## src/lfbt_map.vh

```
/*
 Register layout and timing constants for the LCD frame and boost timing block.
 Assumes a single system clock with low-speed clock ticks supplied as enables.
*/
// Contract
// - Four drive methods chosen by drive-method field.
// - High-speed frame base: divide 2^17,16,15,13.
// - Low-speed frame base: divide 2^9 or 2^8.
// - Frame rate scales 1, 4/3, 2 by duty.
// - Booster enable picks booster or resistor divider.
// - Boost clock from table of high/low dividers.
// - Display off drives all outputs to ground; code zeroes only com_active and display_enable.
// - Stop entry clears display-on bit.
`ifndef LFBT_MAP_VH
`define LFBT_MAP_VH
`define LFBT_ADDR_CTRL 8'h00
`define LFBT_ADDR_STATUS 8'h01
`define LFBT_CTRL_RESET 8'h00
`define LFBT_BIT_DISPLAY_ON 7
`define LFBT_BIT_BOOSTER_EN 6
`define LFBT_BOOST_HI 5
`define LFBT_BOOST_LO 4
`define LFBT_DUTY_HI 3
`define LFBT_DUTY_LO 2
`define LFBT_FRAME_HI 1
`define LFBT_FRAME_LO 0
`define LFBT_DUTY_QUARTER 2'b00
`define LFBT_DUTY_THIRD 2'b01
`define LFBT_DUTY_HALF 2'b10
`define LFBT_DUTY_STATIC 2'b11
`define LFBT_DIV_WIDTH 18
`endif

```

## src/lfbt_tick_div.v

```verilog
/*
 Free-running divider that turns a tick enable into power-of-two tap pulses.
 Assumes the tick enable is synchronous to the clock.
*/
`timescale 1ns/1ps
module lfbt_tick_div #(
   parameter WIDTH = 18
) (
   input wire clk_sys,
   input wire resetn,
   input wire tick,
   output reg [WIDTH-1:0] pulse
);
   reg [WIDTH-1:0] count;
   wire [WIDTH-1:0] next_count;
   assign next_count = count + {{(WIDTH-1){1'b0}}, 1'b1};
   // Bit k pulses once every 2^(k+1) ticks, when bits k..0 roll to zero.
   always @(posedge clk_sys or negedge resetn) begin
      if (!resetn) begin
         count <= {WIDTH{1'b0}};
         pulse <= {WIDTH{1'b0}};
      end else begin
         if (tick) begin
            count <= next_count;
            pulse <= count & ~next_count;
         end else begin
            pulse <= {WIDTH{1'b0}};
         end
      end
   end
endmodule // lfbt_tick_div

```

## src/lfbt_timing.v

```verilog
/*
 LCD frame and booster timing: control register, frame base and boost clock
 selection, common slot sequencing and blanking.
 Assumes hs_tick and ls_tick are one-cycle enables at the high-speed and
 low-speed clock rates, synchronous to clk_sys; stop_entry is a same-clock pulse.
*/
// Implementation choices: the register offsets and the plain strobed port.
`timescale 1ns/1ps
`include "lfbt_map.vh"
module lfbt_timing (
   input wire clk_sys,
   input wire resetn,
   input wire [7:0] addr,
   input wire [7:0] wdata,
   input wire wr,
   input wire rd,
   output reg [7:0] rdata,
   input wire hs_tick,
   input wire ls_tick,
   input wire timer_clock_source_sel,
   input wire system_clock_sel,
   input wire stop_entry,
   output reg [3:0] com_active,
   output reg slot_pulse,
   output reg frame_pulse,
   output reg boost_clk_pulse,
   output reg booster_on,
   output reg divider_on,
   output reg display_enable
);
   reg [7:0] lcd_control_reg;
   reg [1:0] slot;
   reg [1:0] sub;
   wire [`LFBT_DIV_WIDTH-1:0] hs_pulse;
   wire [`LFBT_DIV_WIDTH-1:0] ls_pulse;
   wire display_on = lcd_control_reg[`LFBT_BIT_DISPLAY_ON];
   wire booster_enable = lcd_control_reg[`LFBT_BIT_BOOSTER_EN];
   wire [1:0] boost_freq_sel = lcd_control_reg[`LFBT_BOOST_HI:`LFBT_BOOST_LO];
   wire [1:0] duty = lcd_control_reg[`LFBT_DUTY_HI:`LFBT_DUTY_LO];
   wire [1:0] frame_base_sel = lcd_control_reg[`LFBT_FRAME_HI:`LFBT_FRAME_LO];
   wire low_src = timer_clock_source_sel | system_clock_sel;

   lfbt_tick_div #(.WIDTH(`LFBT_DIV_WIDTH)) u_hs (
      .clk_sys(clk_sys),
      .resetn(resetn),
      .tick(hs_tick),
      .pulse(hs_pulse)
   );
   lfbt_tick_div #(.WIDTH(`LFBT_DIV_WIDTH)) u_ls (
      .clk_sys(clk_sys),
      .resetn(resetn),
      .tick(ls_tick),
      .pulse(ls_pulse)
   );

   // Divide by 2^n is tap n-1 of the divider.
   function tap;
      input [`LFBT_DIV_WIDTH-1:0] p;
      input integer n;
      begin
         tap = p[n-1];
      end
   endfunction

   // Index of the last common slot per frame for a drive method.
   function [1:0] last_slot;
      input [1:0] d;
      begin
         case (d)
            `LFBT_DUTY_QUARTER: last_slot = 2'd3;
            `LFBT_DUTY_THIRD: last_slot = 2'd2;
            `LFBT_DUTY_HALF: last_slot = 2'd1;
            default: last_slot = 2'd0;
         endcase
      end
   endfunction

   reg base_pulse;
   always @* begin
      if (low_src) begin
         case (frame_base_sel)
            2'b00: base_pulse = tap(ls_pulse, 9);
            2'b01: base_pulse = tap(ls_pulse, 8);
            2'b10: base_pulse = tap(hs_pulse, 15);
            default: base_pulse = tap(hs_pulse, 13);
         endcase
      end else begin
         case (frame_base_sel)
            2'b00: base_pulse = tap(hs_pulse, 17);
            2'b01: base_pulse = tap(hs_pulse, 16);
            2'b10: base_pulse = tap(hs_pulse, 15);
            default: base_pulse = tap(hs_pulse, 13);
         endcase
      end
   end

   reg boost_pulse;
   always @* begin
      case (boost_freq_sel)
         2'b00: boost_pulse = low_src ? tap(ls_pulse, 5) : tap(hs_pulse, 13);
         2'b01: boost_pulse = low_src ? tap(ls_pulse, 3) : tap(hs_pulse, 11);
         2'b10: boost_pulse = low_src ? tap(ls_pulse, 2) : tap(hs_pulse, 10);
         default: boost_pulse = tap(hs_pulse, 9);
      endcase
   end

   // The base period holds four slot ticks; a frame uses duty-count of them,
   // so the frame runs at base, 4/3 base or 2x base.
   wire quarter_tick = low_src ? ls_pulse[0] : hs_pulse[0];
   reg quarter_gate;
   always @* begin
      case (frame_base_sel)
         2'b00: quarter_gate = low_src ? tap(ls_pulse, 7) : tap(hs_pulse, 15);
         2'b01: quarter_gate = low_src ? tap(ls_pulse, 6) : tap(hs_pulse, 14);
         2'b10: quarter_gate = tap(hs_pulse, 13);
         default: quarter_gate = tap(hs_pulse, 11);
      endcase
   end
   wire slot_tick = quarter_gate & quarter_tick;

   always @(posedge clk_sys or negedge resetn) begin
      if (!resetn) begin
         lcd_control_reg <= `LFBT_CTRL_RESET;
         rdata <= 8'h00;
         slot <= 2'd0;
         sub <= 2'd0;
         com_active <= 4'h0;
         slot_pulse <= 1'b0;
         frame_pulse <= 1'b0;
         boost_clk_pulse <= 1'b0;
         booster_on <= 1'b0;
         divider_on <= 1'b0;
         display_enable <= 1'b0;
      end else begin
         if (wr && addr == `LFBT_ADDR_CTRL) begin
            lcd_control_reg <= wdata;
         end
         if (stop_entry) begin
            lcd_control_reg[`LFBT_BIT_DISPLAY_ON] <= 1'b0;
         end
         rdata <= 8'h00;
         if (rd) begin
            case (addr)
               `LFBT_ADDR_CTRL: rdata <= lcd_control_reg;
               `LFBT_ADDR_STATUS: rdata <= {2'b00, sub, com_active};
               default: rdata <= 8'h00;
            endcase
         end
         slot_pulse <= 1'b0;
         frame_pulse <= 1'b0;
         if (slot_tick) begin
            slot_pulse <= 1'b1;
            if (slot >= last_slot(duty)) begin
               slot <= 2'd0;
               // Static drive has one slot, yet its frame spans the whole base period.
               if (duty != `LFBT_DUTY_STATIC || sub == 2'd3) begin
                  frame_pulse <= 1'b1;
               end
            end else begin
               slot <= slot + 2'd1;
            end
            sub <= sub + 2'd1;
         end
         com_active <= display_on ? (4'h1 << slot) : 4'h0;
         display_enable <= display_on;
         boost_clk_pulse <= booster_enable & boost_pulse;
         booster_on <= booster_enable;
         divider_on <= ~booster_enable;
      end
   end
endmodule // lfbt_timing

```

## config.mk

```make
export PLATFORM = sky130hd
export DESIGN_NAME = lfbt_timing
export DESIGN_NICKNAME = d
export VERILOG_FILES = /design/src/lfbt_tick_div.v /design/src/lfbt_timing.v
export VERILOG_INCLUDE_DIRS = /design/src
export SDC_FILE = /design/constraint.sdc
export NUM_CORES = 1
export LEC_CHECK = 0
export BUFFER_PORTS_ARGS = -buffer_cell sky130_fd_sc_hd__buf_2
export CAP_MARGIN = 10
export CORE_ASPECT_RATIO = 2
export CORE_MARGIN = 2
export CORE_UTILIZATION = 35
export CTS_BUF_LIST = sky130_fd_sc_hd__clkbuf_8
export DETAILED_ROUTE_END_ITERATION = 10
export SLEW_MARGIN = 20
export SYNTH_ARGS = -nofsm -noshare
export SYNTH_HDL_FRONTEND = slang
export SYNTH_HIERARCHICAL = 1
export SYNTH_SLANG_ARGS = --single-unit
```

## constraint.sdc

```tcl
create_clock -name clk_sys -period 2.2 [get_ports clk_sys]
set_input_delay 0.11 -clock clk_sys [delete_from_list [all_inputs] [get_ports clk_sys]]
set_output_delay 0.11 -clock clk_sys [all_outputs]
set_load 0.02 [all_outputs]
```

==> out/results.ini <==
[status]
status=complete, no violations

[pwr]
p_int_mw=2.29
seqPwrFrac_pct=49.6
power.total_mw=3.20
clockPowerShare_pct=32.2
ir_worst_vdd_mv=0.441
p_leak_nw=1.91
p_sw_share_pct=28.5
switching_power_mw=0.910
powerDensity_nw_per_um2=881
combPwrFrac_pct=18.3

[clock_network]
cts_tree=built
postCtsSetupBuffers=0
cts_buffer_depth=2
clk_pin_slew_ns=0.07
clk_latency_ns=0.34
hold_buffers=9
htree_levels=3
numClockSinks=65
root_buffer=clkbuf_8
numCtsBuffers=9
post_cts_resize_count=0

[global_route]
busiest_layer=met2
grt.met1_usage_pct=12.0
grt_max_degree=35
grt_overflow=0
grt_pass1_wl_um=9200
antenna_found_initial=0
grt_pass1_vias=1942
track_usage_pct=12.8
gr-usage-met2_pct=24.1
use_met3_pct=3.94

[timing]
min_period_ns=1.73
relSlewSlack_pct=50.5
worstMarginPinSlew_ns=0.742
skew_ns=0.00846
rsz0062_at_grt=no
finalSetupViolCount=0
fmax_mhz=578
finalSetupTns_ns=0
min_period_over_period_pct=78.6
finalMaxSlewViolations=0
hold_violations=0

[synthesis]
synthesis.area_um2=3030
netlist_instances=237
synth_fp_nets=289
syn_avg_cell_area_um2=12.8
yosys_warnings=6

[placed_design]
gp_congestion=0.757
hpwl_um=4120
dpl_cell_area_um2=3330
portBuffers=42

[cells_and_area]
drive_gt1_share_pct=33.2
final_area_um2=3630
syn_to_final_growth_pct=19.8
largest_reg_flops=15
final_util_pct=42.5
antenna_cells=0
nets=342

[worst_hold_path]
hp-start=wdata[7]
holdCritPathClass=primary input to register
hold_end=lcd_control_reg[7]
min_path_cells=3

[floorplanning]
fp-row-count=48
die_h_um=136
core_area_um2=8530
die_w_um=69.8
initial_utilization_pct=35.5
ios=43
die_area_um2=9460

[worst_setup_path]
cp_max_fo=5
rr_worst_depth=5
critical_path_class=register to register
timing.rr.end=u_hs/count[12]
start_kind=register
cp.required_ns=2.42
endpoint_kind=register
worstReg2RegStart=u_hs/count[0]
r2r_slack_ns=0.47
worst_ep_arrival_time_ns=1.95

[detailed_routing]
drtIter0Drc=54
drt.antenna.violating_nets=0
wl_per_cell_um=13.9
wirelength_um=5470
vias=1899
dr.pass1.iters=4
drc=0
viasPerCell=4.81

[job]
drv_cap=0

==> worst max-delay path, stage by stage, from the launching register on <==
cell	delay, ns
dfrtp_1	0.42
ha_1	0.24
and4_1	0.26
and3_1	0.18
ha_1	0.26
mux2_2	0.26
==> cell type report <==
cell class / instances / area (um^2)
multi-input combinational: 151 / 1310
clock buffer: 11 / 151
sequential: 65 / 1630
timing repair buffer: 53 / 328
fill: 823 / 4900
clock inverter: 5 / 55.1
inverter: 10 / 37.5
tap: 100 / 125
==> layer usage <==
metal	wire, um	share of wire (%)
met1	1900	35
met5	0	0
met2	3150	58
met4	159	2.9
met3	264	4.8
==> power by group through the flow <==
stage / Combinational (mW) / Clock, mW / Sequential [mW]
3_5_place_dp: 0.595 / 0 / 1.62
6_report: 0.584 / 1.03 / 1.59
5_1_grt: 0.684 / 1.11 / 1.62
2_1_floorplan: 0.442 / 0 / 1.56
4_1_cts: 0.603 / 1.07 / 1.59
3_3_place_gp: 0.565 / 0 / 1.60
==> metrics by stage <==
stage	setup WS (ns)	hold slack, ns	std cells
after floorplan	0.576	-0.186	237
after global placement	0.519	0.211	370
after detailed placement	0.473	0.217	370
after CTS	0.453	0.00299	395
after global routing	0.244	0.0283	395
final	0.470	0.0241	395
==> cells in the final DEF (no fill, tap or decap), types with 2 or more instances in the layout <==
master / count
dfrtp_1: 65
buf_2: 42
ha_1: 27
mux2_2: 26
and2_1: 17
nor2_1: 14
nand2_1: 12
inv_1: 11
clkbuf_8: 11
mux2i_1: 10
dlygate4sd3_1: 9
and3_1: 5
nor3_1: 4
nand2b_1: 3
mux2_4: 2
a21oi_1: 2
and3_2: 2
and4_1: 2
nand3_1: 2
nand4_1: 2
and2_2: 2
o21ai_0: 2
xor2_1: 2
==> worst max path at each step <==
stage	startpoint	to	depth (start not counted)
final	u_hs/count[0]	u_hs/count[12]	5
after floorplan	u_hs/count[0]	u_hs/count[12]	5
after global placement	u_hs/count[0]	u_hs/count[12]	5
after global routing	lcd_control_reg[0]	sub[1]	4
after detailed placement	u_hs/count[0]	u_hs/count[12]	5
after CTS	u_hs/count[0]	u_hs/count[12]	5
Note: power is estimated with default switching activity, not from simulation.
